`config.mk`:
```
export PLATFORM = sky130hd
export DESIGN_NAME = clock_state_reset_control
export DESIGN_NICKNAME = d
export VERILOG_FILES = /design/src/design/csr_pkg.sv /design/src/design/clock_state_reset_control.sv
export SDC_FILE = /design/constraint.sdc
export NUM_CORES = 1
export LEC_CHECK = 0
export BUFFER_PORTS_ARGS = -buffer_cell sky130_fd_sc_hd__clkbuf_2
export CAP_MARGIN = 20
export CORE_MARGIN = 4
export CORE_UTILIZATION = 60
export CTS_CLUSTER_DIAMETER = 60
export DETAILED_ROUTE_END_ITERATION = 8
export GPL_TIMING_DRIVEN = 0
export PLACE_DENSITY = 0.84
export SLEW_MARGIN = 15
export SYNTH_ARGS = -nofsm -noshare
export SYNTH_HDL_FRONTEND = slang
export SYNTH_SLANG_ARGS = --single-unit
```
`constraint.sdc`:
```
create_clock -name core_clk -period 5.74 [get_ports core_clk]
set_input_delay 1.148 -clock core_clk [delete_from_list [all_inputs] [get_ports core_clk]]
set_output_delay 1.148 -clock core_clk [all_outputs]
set_load 0.01 [all_outputs]
```
`src/design/csr_pkg.sv`:
```
// Constants for the clock and state controller.
// Assumes one 125 MHz core clock and a synchronous active-low reset.
// What this block does
// - Slow oscillator tick always counted, drives only the seconds counter.
// - Ripple divider makes 1 Hz, advances seconds counter.
// - Crystal feeds both PLLs, peripherals, programmable divider.
// - Bus clock is core clock divided 1-4.
// - Bus clock gated by power-saving logic.
// - Peripheral clock is bus clock divided 2/4/8.
// - USB PLL only feeds fixed USB clock.
// - Run enables every clock, core included; bus clock stays off while clkset_q[4] is set, display needs clkset_q[5].
// - Halt stops only the core clock.
// - Standby disables display, stops main oscillator.
// - Any reset input asserts internal system reset.
// - Soft resets spare SDRAM config and RTC.
// - Soft resets request SDRAM self-refresh first.
// - Leaving reset enters Standby.
// - Status register records last reset kind, source.
// - Boot media pin latched at power-on reset.
// - Width pins decoded per boot media.
// - Boot bank mapped to address zero.
package csr_pkg;
	// ------------------------------------------------------------
	// Register map
	// ------------------------------------------------------------
	localparam logic [3:0] ADDR_CLKSET = 4'h0;
	localparam logic [3:0] ADDR_PWRCTL = 4'h1;
	localparam logic [3:0] ADDR_STATUS = 4'h2;
	localparam logic [3:0] ADDR_RTC = 4'h3;
	localparam logic [3:0] ADDR_BOOT = 4'h4;
	localparam logic [3:0] ADDR_PGMDIV = 4'h5;
	localparam logic [31:0] UNMAPPED_DATA = 32'h0000_0000;
	localparam logic [7:0] CLKSET_RESET = 8'h00;
	localparam logic [7:0] PGMDIV_RESET = 8'h01;
	// ------------------------------------------------------------
	// Timing
	// ------------------------------------------------------------
	localparam int SLOW_HZ = 32768;
	localparam logic [14:0] SLOW_PER_SEC = 15'h7FFF;
	localparam logic [2:0] SREFRESH_CYCLES = 3'h4;
	localparam logic [1:0] SYNC_STAGES = 2'h2;
	// ------------------------------------------------------------
	// Types
	// ------------------------------------------------------------
	typedef enum logic [2:0] {
		ST_RESET = 3'b000,
		ST_SREFRESH = 3'b001,
		ST_STANDBY = 3'b010,
		ST_RUN = 3'b011,
		ST_HALT = 3'b100
	} pstate_t;
	localparam logic [1:0] KIND_POR = 2'h1;
	localparam logic [1:0] KIND_PWRFAIL = 2'h2;
	localparam logic [1:0] KIND_USER = 2'h3;
	localparam logic [1:0] WIDTH_8 = 2'h0;
	localparam logic [1:0] WIDTH_16 = 2'h1;
	localparam logic [1:0] WIDTH_32 = 2'h2;
endpackage : csr_pkg

```
`src/design/clock_state_reset_control.sv`:
```
// Clock and state controller: clock enables, dividers, power states, resets, boot straps.
// Clocks are modelled as one-cycle enables on core_clk; the slow oscillator arrives as a
// synchronous tick input. Registers are reached over Avalon-MM.
`timescale 1ns/10ps
module clock_state_reset_control (
	input wire logic core_clk,
	input wire logic resetn,
	input wire logic power_on_reset_n,
	input wire logic power_fail_n,
	input wire logic user_reset_n,
	input wire logic slow_osc_tick,
	input wire logic main_pll_locked,
	input wire logic wake_event,
	input wire logic wakeup_pin,
	input wire logic sdram_self_refresh_ack,
	input wire logic boot_media_select,
	input wire logic boot_width_bit0,
	input wire logic boot_width_bit1,
	input wire logic [3:0] avs_address,
	input wire logic avs_read,
	input wire logic avs_write,
	input wire logic [31:0] avs_writedata,
	output logic [31:0] avs_readdata,
	output logic avs_waitrequest,
	output logic system_reset_n,
	output logic domain_reset_n,
	output logic sdram_self_refresh_req,
	output logic core_clock_en,
	output logic bus_clock_en,
	output logic periph_clock_en,
	output logic xtal_clock_en,
	output logic usb_pll_en,
	output logic main_osc_en,
	output logic display_en,
	output logic rtc_second_tick,
	output logic pgm_clock_en,
	output logic boot_sync_media,
	output logic [1:0] boot_width,
	output logic boot_flash,
	output logic boot_mode_reg_init,
	output logic boot_bank_sync4
);
	// ------------------------------------------------------------
	// Helpers
	// ------------------------------------------------------------
	// Where a reset request sends the sequencer from any live state. Soft resets park
	// the SDRAM in self-refresh first so its contents survive. Power-on goes straight
	// to reset, because there is nothing in the SDRAM worth keeping yet.
	function automatic csr_pkg::pstate_t reset_target(input logic por_n);
		reset_target = por_n ? csr_pkg::ST_SREFRESH : csr_pkg::ST_RESET;
	endfunction : reset_target

	// A power-control request bit, honoured only at the edge where the bus answers.
	// Acting on the request edge instead would change state before the master
	// has seen the access complete, which is a hazard if it ever aborts.
	function automatic logic pwrctl_bit(input logic wr, input logic taken,
		input logic [3:0] addr, input logic bit_val);
		pwrctl_bit = wr && taken && addr == csr_pkg::ADDR_PWRCTL && bit_val;
	endfunction : pwrctl_bit

	// Clocks are not gated here: every clock output is an enable that a clock tree
	// outside this block uses. This keeps the block in one timing domain, at
	// the cost of enables that only approximate the real divided clock edges.
	// ------------------------------------------------------------
	// Reset combining
	// ------------------------------------------------------------
	logic por_q;
	logic soft_q;
	logic [1:0] kind_q;
	logic [2:0] srcs_q;
	logic [2:0] sr_cnt_q;
	logic strap_pending_q;
	csr_pkg::pstate_t state_q;
	logic any_rst;
	assign any_rst = !power_on_reset_n || !power_fail_n || !user_reset_n;

	always_ff @(posedge core_clk) begin
		if (!resetn) begin
			por_q <= 1'b1;
			soft_q <= 1'b0;
		end else begin
			por_q <= !power_on_reset_n;
			soft_q <= !power_fail_n || !user_reset_n;
		end
	end

	// Soft resets leave the SDRAM config and RTC domain alone; only POR clears it.
	always_ff @(posedge core_clk) begin
		if (!resetn) begin
			domain_reset_n <= 1'b0;
		end else begin
			domain_reset_n <= power_on_reset_n;
		end
	end

	always_ff @(posedge core_clk) begin
		if (!resetn) begin
			kind_q <= csr_pkg::KIND_POR;
			srcs_q <= 3'h1;
		end else if (any_rst) begin
			srcs_q <= {!user_reset_n, !power_fail_n, !power_on_reset_n};
			if (!power_on_reset_n) begin
				kind_q <= csr_pkg::KIND_POR;
			end else if (!power_fail_n) begin
				kind_q <= csr_pkg::KIND_PWRFAIL;
			end else begin
				kind_q <= csr_pkg::KIND_USER;
			end
		end
	end

	// ------------------------------------------------------------
	// Power state sequencer
	// ------------------------------------------------------------
	// Standby is the home state after any reset. Software may only move to Halt or
	// back to Standby from Run; Halt waits for a wake event and any reset request
	// overrides all other transitions.
	logic halt_req;
	logic run_req;
	always_ff @(posedge core_clk) begin
		if (!resetn) begin
			state_q <= csr_pkg::ST_RESET;
			sr_cnt_q <= 3'h0;
		end else begin
			case (state_q)
				csr_pkg::ST_RUN: begin
					if (any_rst) begin
						state_q <= reset_target(power_on_reset_n);
						sr_cnt_q <= 3'h0;
					end else if (halt_req) begin
						state_q <= csr_pkg::ST_HALT;
					end else if (run_req) begin
						state_q <= csr_pkg::ST_STANDBY;
					end
				end
				csr_pkg::ST_HALT: begin
					if (any_rst) begin
						state_q <= reset_target(power_on_reset_n);
						sr_cnt_q <= 3'h0;
					end else if (wake_event) begin
						state_q <= csr_pkg::ST_RUN;
					end
				end
				csr_pkg::ST_STANDBY: begin
					// Leaving Standby needs the main PLL locked, or the core would run
					// from an unsettled clock.
					if (any_rst) begin
						state_q <= reset_target(power_on_reset_n);
						sr_cnt_q <= 3'h0;
					end else if (wakeup_pin && main_pll_locked) begin
						state_q <= csr_pkg::ST_RUN;
					end
				end
				csr_pkg::ST_SREFRESH: begin
					// Wait for the SDRAM controller, bounded so a dead controller cannot hang reset.
					sr_cnt_q <= sr_cnt_q + 3'h1;
					if (!power_on_reset_n || sdram_self_refresh_ack
						|| sr_cnt_q == csr_pkg::SREFRESH_CYCLES) begin
						state_q <= csr_pkg::ST_RESET;
					end
				end
				csr_pkg::ST_RESET: begin
					if (!any_rst) begin
						state_q <= csr_pkg::ST_STANDBY;
					end
				end
				default: begin
					state_q <= csr_pkg::ST_RESET;
				end
			endcase
		end
	end

	always_ff @(posedge core_clk) begin
		if (!resetn) begin
			system_reset_n <= 1'b0;
			sdram_self_refresh_req <= 1'b0;
		end else begin
			system_reset_n <= !any_rst && state_q != csr_pkg::ST_RESET
				&& state_q != csr_pkg::ST_SREFRESH;
			sdram_self_refresh_req <= state_q == csr_pkg::ST_SREFRESH;
		end
	end

	// ------------------------------------------------------------
	// Clock dividers and gating
	// ------------------------------------------------------------
	logic [7:0] clkset_q;
	logic [7:0] pgmdiv_q;
	logic [1:0] hdiv_cnt_q;
	logic [2:0] pdiv_cnt_q;
	logic [7:0] pgm_cnt_q;
	// The bus and peripheral divider counters run in every state so that ratios stay in phase when
	// the enables come back; the programmable divider counter holds outside Run and Halt.
	// A ratio change takes effect on the next cycle, even mid-period, as each counter compares against the live setting.
	logic bus_gate_q;
	logic running;
	logic bus_tick;
	logic [2:0] pdiv_max;
	assign running = state_q == csr_pkg::ST_RUN || state_q == csr_pkg::ST_HALT;
	assign bus_tick = hdiv_cnt_q == clkset_q[1:0];
	always_comb begin
		case (clkset_q[3:2])
			2'h0: pdiv_max = 3'h1;
			2'h1: pdiv_max = 3'h3;
			default: pdiv_max = 3'h7;
		endcase
	end

	always_ff @(posedge core_clk) begin
		if (!resetn) begin
			hdiv_cnt_q <= 2'h0;
			pdiv_cnt_q <= 3'h0;
		end else begin
			hdiv_cnt_q <= bus_tick ? 2'h0 : hdiv_cnt_q + 2'h1;
			if (bus_tick) begin
				pdiv_cnt_q <= (pdiv_cnt_q >= pdiv_max) ? 3'h0 : pdiv_cnt_q + 3'h1;
			end
		end
	end

	always_ff @(posedge core_clk) begin
		if (!resetn) begin
			pgm_cnt_q <= 8'h00;
			pgm_clock_en <= 1'b0;
		end else if (running) begin
			pgm_cnt_q <= (pgm_cnt_q >= pgmdiv_q) ? 8'h00 : pgm_cnt_q + 8'h01;
			pgm_clock_en <= pgm_cnt_q >= pgmdiv_q;
		end else begin
			pgm_clock_en <= 1'b0;
		end
	end

	always_ff @(posedge core_clk) begin
		if (!resetn) begin
			core_clock_en <= 1'b0;
			bus_clock_en <= 1'b0;
			periph_clock_en <= 1'b0;
			xtal_clock_en <= 1'b0;
			usb_pll_en <= 1'b0;
			main_osc_en <= 1'b0;
			display_en <= 1'b0;
		end else begin
			core_clock_en <= state_q == csr_pkg::ST_RUN;
			bus_clock_en <= running && bus_tick && !bus_gate_q;
			periph_clock_en <= running && bus_tick && pdiv_cnt_q == pdiv_max;
			xtal_clock_en <= running;
			usb_pll_en <= running;
			main_osc_en <= running;
			display_en <= running && clkset_q[5];
		end
	end

	// ------------------------------------------------------------
	// Slow oscillator and seconds counter
	// ------------------------------------------------------------
	// Slow domain state is not cleared by soft resets so time keeps running.
	logic [14:0] ripple_q;
	logic [31:0] rtc_q;
	always_ff @(posedge core_clk) begin
		if (!resetn) begin
			ripple_q <= 15'h0000;
			rtc_q <= 32'h0000_0000;
			rtc_second_tick <= 1'b0;
		end else begin
			rtc_second_tick <= 1'b0;
			if (slow_osc_tick) begin
				ripple_q <= ripple_q + 15'h0001;
				if (ripple_q == csr_pkg::SLOW_PER_SEC) begin
					rtc_second_tick <= 1'b1;
					rtc_q <= rtc_q + 32'h0000_0001;
				end
			end
		end
	end

	// ------------------------------------------------------------
	// Boot straps
	// ------------------------------------------------------------
	always_ff @(posedge core_clk) begin
		if (!resetn) begin
			strap_pending_q <= 1'b1;
			boot_sync_media <= 1'b0;
			boot_width <= csr_pkg::WIDTH_8;
			boot_flash <= 1'b0;
			boot_mode_reg_init <= 1'b0;
			boot_bank_sync4 <= 1'b0;
		end else if (!power_on_reset_n) begin
			strap_pending_q <= 1'b1;
		end else if (strap_pending_q && por_q) begin
			strap_pending_q <= 1'b0;
			boot_sync_media <= boot_media_select;
			boot_bank_sync4 <= boot_media_select;
			boot_mode_reg_init <= boot_media_select;
			if (boot_media_select) begin
				boot_width <= boot_width_bit1 ? csr_pkg::WIDTH_32 : csr_pkg::WIDTH_16;
				boot_flash <= !boot_width_bit0;
			end else begin
				boot_flash <= 1'b0;
				boot_width <= boot_width_bit1 ? csr_pkg::WIDTH_32
					: (boot_width_bit0 ? csr_pkg::WIDTH_16 : csr_pkg::WIDTH_8);
			end
		end
	end

	// ------------------------------------------------------------
	// Avalon-MM slave, one wait cycle per access
	// ------------------------------------------------------------
	// Read data is fetched on the request edge and stands while waitrequest is low.
	// Writes are committed at the answer edge, where the master samples waitrequest
	// low, so a write never lands before the master sees its access complete.
	// Every access therefore costs two cycles; back-to-back accesses are allowed.
	logic ack_q;
	logic req;
	assign req = (avs_read || avs_write) && !ack_q;
	assign halt_req = pwrctl_bit(avs_write, ack_q, avs_address, avs_writedata[0]);
	assign run_req = pwrctl_bit(avs_write, ack_q, avs_address, avs_writedata[1]);

	always_ff @(posedge core_clk) begin
		if (!resetn) begin
			ack_q <= 1'b0;
			avs_waitrequest <= 1'b1;
		end else begin
			ack_q <= req;
			avs_waitrequest <= !req;
		end
	end

	always_ff @(posedge core_clk) begin
		if (!resetn) begin
			clkset_q <= csr_pkg::CLKSET_RESET;
			pgmdiv_q <= csr_pkg::PGMDIV_RESET;
			bus_gate_q <= 1'b0;
		end else if (avs_write && ack_q) begin
			case (avs_address)
				csr_pkg::ADDR_CLKSET: begin
					clkset_q <= avs_writedata[7:0];
					bus_gate_q <= avs_writedata[4];
				end
				csr_pkg::ADDR_PGMDIV: pgmdiv_q <= avs_writedata[7:0];
				default: begin
				end
			endcase
		end
	end

	always_ff @(posedge core_clk) begin
		if (!resetn) begin
			avs_readdata <= csr_pkg::UNMAPPED_DATA;
		end else if (avs_read && !ack_q) begin
			case (avs_address)
				csr_pkg::ADDR_CLKSET: avs_readdata <= {24'h000000, clkset_q};
				csr_pkg::ADDR_STATUS: avs_readdata <= {24'h000000, srcs_q, kind_q,
					state_q};
				csr_pkg::ADDR_RTC: avs_readdata <= rtc_q;
				csr_pkg::ADDR_BOOT: avs_readdata <= {26'h0000000, boot_bank_sync4,
					boot_mode_reg_init, boot_flash, boot_width, boot_sync_media};
				csr_pkg::ADDR_PGMDIV: avs_readdata <= {24'h000000, pgmdiv_q};
				default: avs_readdata <= csr_pkg::UNMAPPED_DATA;
			endcase
		end
	end
endmodule : clock_state_reset_control

```
-- Yosys cells after proc, flatten, opt, wreduce, memory -nomap -nowiden
Cells that the tools add are included.
W data, S select, Z words.
- add/subtract/negate cells: 6
- $lt $le $gt $ge: 2
- eq/ne operators: 21
- multiplexer cells: 25
- bitwise gates (word level): 1
- reductions and logical operators: 44
- operator list (operator ; count):
    $pmux W32 S5 ; 1
    $mux W3 ; 11
    $add A32 B1 Y32 const B ; 1
    $reduce_and A2 Y1 ; 8
    $add A15 B1 Y15 const B ; 1
    $eq A15 B15 Y1 const B ; 1
    $pmux W3 S5 ; 1
    $logic_and A1 B1 Y1 ; 14
    $pmux W3 S2 ; 2
    $add A8 B1 Y8 const B ; 1
    $eq A4 B2 Y1 const B ; 2
    $eq A4 B3 Y1 const B ; 2
    $ge A8 B8 Y1 ; 1
    $logic_not A1 Y1 ; 8
    $mux W2 ; 4
    $mux W8 ; 1
    $add A3 B1 Y3 const B ; 2
    $eq A3 B2 Y1 const B ; 2
    $eq A3 B3 Y1 const B ; 2
    $logic_or A1 B1 Y1 ; 6
    $ne A3 B3 Y1 const B ; 2
    $mux W1 ; 5
    $reduce_and A5 Y1 ; 1
    $eq A4 B1 Y1 const B ; 1
    18 further kinds ; 19
- register bits after elaboration: 138
- bits of input ports: 51
- output and inout bits: 51
- logic and storage cells: 129

-- Logic depth before layout (Yosys ltp)
- depth after elaboration: 7
- depth in mapped cells: 7
- gate-level depth less buffers: 7

-- Worst setup path before layout
OpenSTA, ideal clock, no wires.
- kind: input-to-reg
- start point: input slow_osc_tick
- end point: register rtc_q[30]
- library setup time: 0.070 ns
- arrival time: 2.537 ns
- required time: 5.670 ns
- path slack: 3.133 ns
- stages on the path: 5
- buffers on the path: 0
- path through: nand4_2 or4_4 or2_4 or4_1 a21oi_1
- longest elaborated chain between the ends: 1
- ends and longest elaborated chain (item ; line ; text):
    start, declared ; clock_state_reset_control.sv:11 ; input wire logic slow_osc_tick,
    $reduce_and A2 Y1 (no line) ; - ;
    end signal, assigned ; clock_state_reset_control.sv:271 ; rtc_q <= rtc_q + 32'h0000_0001;
    end, declared ; clock_state_reset_control.sv:259 ; logic [31:0] rtc_q;
No other way between the ends.
A chain may end at the register's enable or synchronous reset.

-- Worst setup path after layout
- start point: input resetn
- end point: register core_clock_en
- RTL lines (item ; line ; text):
    start, declared ; clock_state_reset_control.sv:7 ; input wire logic resetn,
    end signal, assigned ; clock_state_reset_control.sv:244 ; core_clock_en <= state_q == csr_pkg::ST_RUN;
    end, declared ; clock_state_reset_control.sv:28 ; output logic core_clock_en,
No word-level cell between the ends.

==> results.tsv <==
stage	metric	value	unit
outcome	outcome	finished clean	
die	ioPinCount	102	
power_and_ir_drop	power.total	0.00230	W
power_and_ir_drop	p_leak	2.73	nW
logic_synthesis	synth_cell_type_count	52	
power_and_ir_drop	vdd_drop_max	169	uV
finish	final_cell_mix	137 x dfxtp_1, 89 x nand2_1, 79 x nor2_1	
setup_path	path_class	in -> reg	
die	die_y	108	um
global_route	grt_pass1_vias	5544	
setup_path	endpoint_kind	flip-flop	
placement	gp_congestion	0.937	
logic_synthesis	yosys_warnings	0	
clock_network	hold_buffers	0	
detailed_routing	vias	5745	
placement	dp_hpwl	11500	um
timing	setup_viol	0	
placement	dpl-instance-area	6590	um2
setup_path	path_cells	clkbuf_1 -> inv_1 -> clkbuf_1 -> clkbuf_1 -> buf_1 -> nor2_1	
finish	area_growth	19.6	%
finish	stdcell_area	7230	um2
timing	min_period	2850	ps
global_route	grt_start_max_net_pins	17	
clock_network	clkSlewWorstSetupHoldPaths	60	ps
detailed_routing	vias_per_cell	5.97	
timing	timing.fmax	350	MHz
logic_synthesis	synth_edf_count	0	
setup_path	worstRegToRegCells	6	
global_route	antenna_found_initial	0	
finish	ff_latch_area	2740	um2
placement	portBuffers	74	
finish	fillers	706	
worst_hold_path	min_path_type	reg -> reg	
detailed_routing	final_antenna_net_count	0	
logic_synthesis	yosys.area.top_type_share	45.4	%
timing	drv_slew	0	
logic_synthesis	synthTopCellsByArea	dfxtp_1 45%, nand2_1 5.5%, nand3_1 5.3%	
detailed_routing	wirelength	16100	um
finish	multi_input_area	3050	um2
worst_hold_path	holdPathStages	1	
finish	final_common_cell	dfxtp_1	
finish	fin_nets	884	
die	coreArea	9770	um2
clock_network	cts_setup_buffers	0	
clock_network	clock-sinks	137	
setup_path	startpoint_type	input pin	
die	initial_core_util	61.9	%
detailed_routing	first_iter_violations	651	
power_and_ir_drop	power_density	318	nW/um2
detailed_routing	routedWlPerCell	16.7	um
timing	hold_viol	0	
worst_hold_path	min_from	por_q$_SDFF_PN1_	
logic_synthesis	async_flop_share	0	%
setup_path	rr_endpoint	rtc_q[27]$_SDFFE_PN0P_	
global_route	gr-usage-all-layers	28.3	%
clock_network	clockBufferDepth	2	
finish	drive_gt1_share	14.8	%
clock_network	clkLatencyLatePin	530	ps
die	core.rowCount	36	
logic_synthesis	ys_seq_area_share	45.4	%
die	dieWidth	108	um
clock_network	htreeDepth	4	
finish	antenna_cells	0	
timing	period_share	49.7	%
logic_synthesis	synth_top_area_cell	dfxtp_1	
setup_path	r2r_slack	3190	ps
logic_synthesis	avgSynthCellArea	8.36	um2
setup_path	arrival	3240	ps
setup_path	cpMostUsedCell	clkbuf_1	
setup_path	cp.required	6120	ps
logic_synthesis	syn-num-nets	790	
logic_synthesis	ys_seq_elements	137	
global_route	grt_pass1_wl	26100	um
flow_run	drv_cap	0	
worst_hold_path	holdPathEnd	strap_pending_q$_SDFFE_PN1P_	
detailed_routing	first_pass_iters	6	
timing	rsz0062_at_grt	false	
logic_synthesis	synth_ff_type	dfxtp_1	
setup_path	cp_max_fo	10	
timing	relSlewSlack	35.3	%
detailed_routing	drc	0	
logic_synthesis	netlist_area	6050	um2
setup_path	max_stage_delay	530	ps
logic_synthesis	postSynthCellCount	723	
die	die-area	11700	um2
timing	fin_skew	7.40	ps
clock_network	cts_tree	done	
setup_path	rr_startpoint	ripple_q[4]$_SDFFE_PN0P_	
global_route	grt-ovfl-total	0	
clock_network	cts_made_buffers	17	
timing	tightest_slew	957	ps
clock_network	cts_resized	0	
timing	tns	0	ps
clock_network	cts_root_buf	clkbuf_8	
setup_path	crit_slowest_cell	clkbuf_1	
## cell families (layout without fill, tap and decap cells)
kind of cell               count (synthesis)  in the layout  synth area share, %
and+or+nand+nor                          328            328                 26.9
xor gates and xnor gates                  41             41                 5.94
DFF                                      137            137                 45.4
muxes                                     13             13                 2.15
buffers and inverters                     62            169                 4.12
AOI/OAI and AO/OA                        125            125                 12.0
adders and majority gates                 17             17                 3.48
## final cells by class
class	instances	area share, %
Multi-Input combinational cell	524	42.2
Inverter	24	1.25
Clock inverter	11	2.68
Tap cell	133	2.30
Timing Repair Buffer	75	5.19
Buffer	38	2.20
Sequential cell	137	37.9
Clock buffer	21	6.21
## worst max-delay path, delay by kind of cell
family	cells	cell delay [ps]
AND/OR/NAND/NOR	1	140
buffers and inverters	5	1950
## how the worst max path moves through the flow
stage	cells past startpoint	from	end	slack [ps]
after floorplan	5	slow_osc_tick	rtc_q[30]$_SDFFE_PN0P_	3130
after global placement	6	resetn	core_clock_en$_SDFF_PN0_	2470
after detailed placement	6	resetn	core_clock_en$_SDFF_PN0_	2430
after CTS	6	resetn	core_clock_en$_SDFF_PN0_	2940
after global routing	6	resetn	core_clock_en$_SDFF_PN0_	2770
final	6	resetn	core_clock_en$_SDFF_PN0_	2890
## layer usage
layer | part of all wire (%) | track usage (%)
met1 | 40 | 34.1
met4 | 3.1 | 13.3
met2 | 48 | 48.1
met3 | 8.9 | 6.45
met5 | 0 | 0
## report_power, final
part	switching (W)	internal, W
sequential	0.0000178	0.000970
combinational	0.0000896	0.0000508
clock	0.000401	0.000772
total	0.000509	0.00179
## through the flow
step                      hold WS (ps)  setup WS, ps  util (%)  cells
after global routing               457          2770      74.0    963
after CTS                          452          2940      74.0    963
after detailed placement           444          2430      67.4    931
after global placement             427          2470      67.3    930
after floorplan                    412          3130         -    723
final                              449          2890      74.0    963
## cells in the mapped netlist, drive strengths merged, types with 9 or more instances
cell / number
dfxtp: 137
nand2: 89
nor2: 79
nand3: 64
a21oi: 60
o21ai: 33
clkbuf: 27
inv: 24
xor2: 22
nand4: 21
xnor2: 19
ha: 16
mux2i: 13
nor3: 12
buf: 11
nor4: 11
and3: 9
## sequential cells by signal, indices dropped and copies added, names as in the netlist, 2 cells and up
register	flops
boot_width	2
pgm_cnt_q	8
state_q	3
sr_cnt_q	3
rtc_q	32
kind_q	2
pgmdiv_q	8
avs_readdata	32
ripple_q	15
pdiv_cnt_q	3
srcs_q	3
clkset_q	8
hdiv_cnt_q	2
Power figures use the tool's default switching activity.
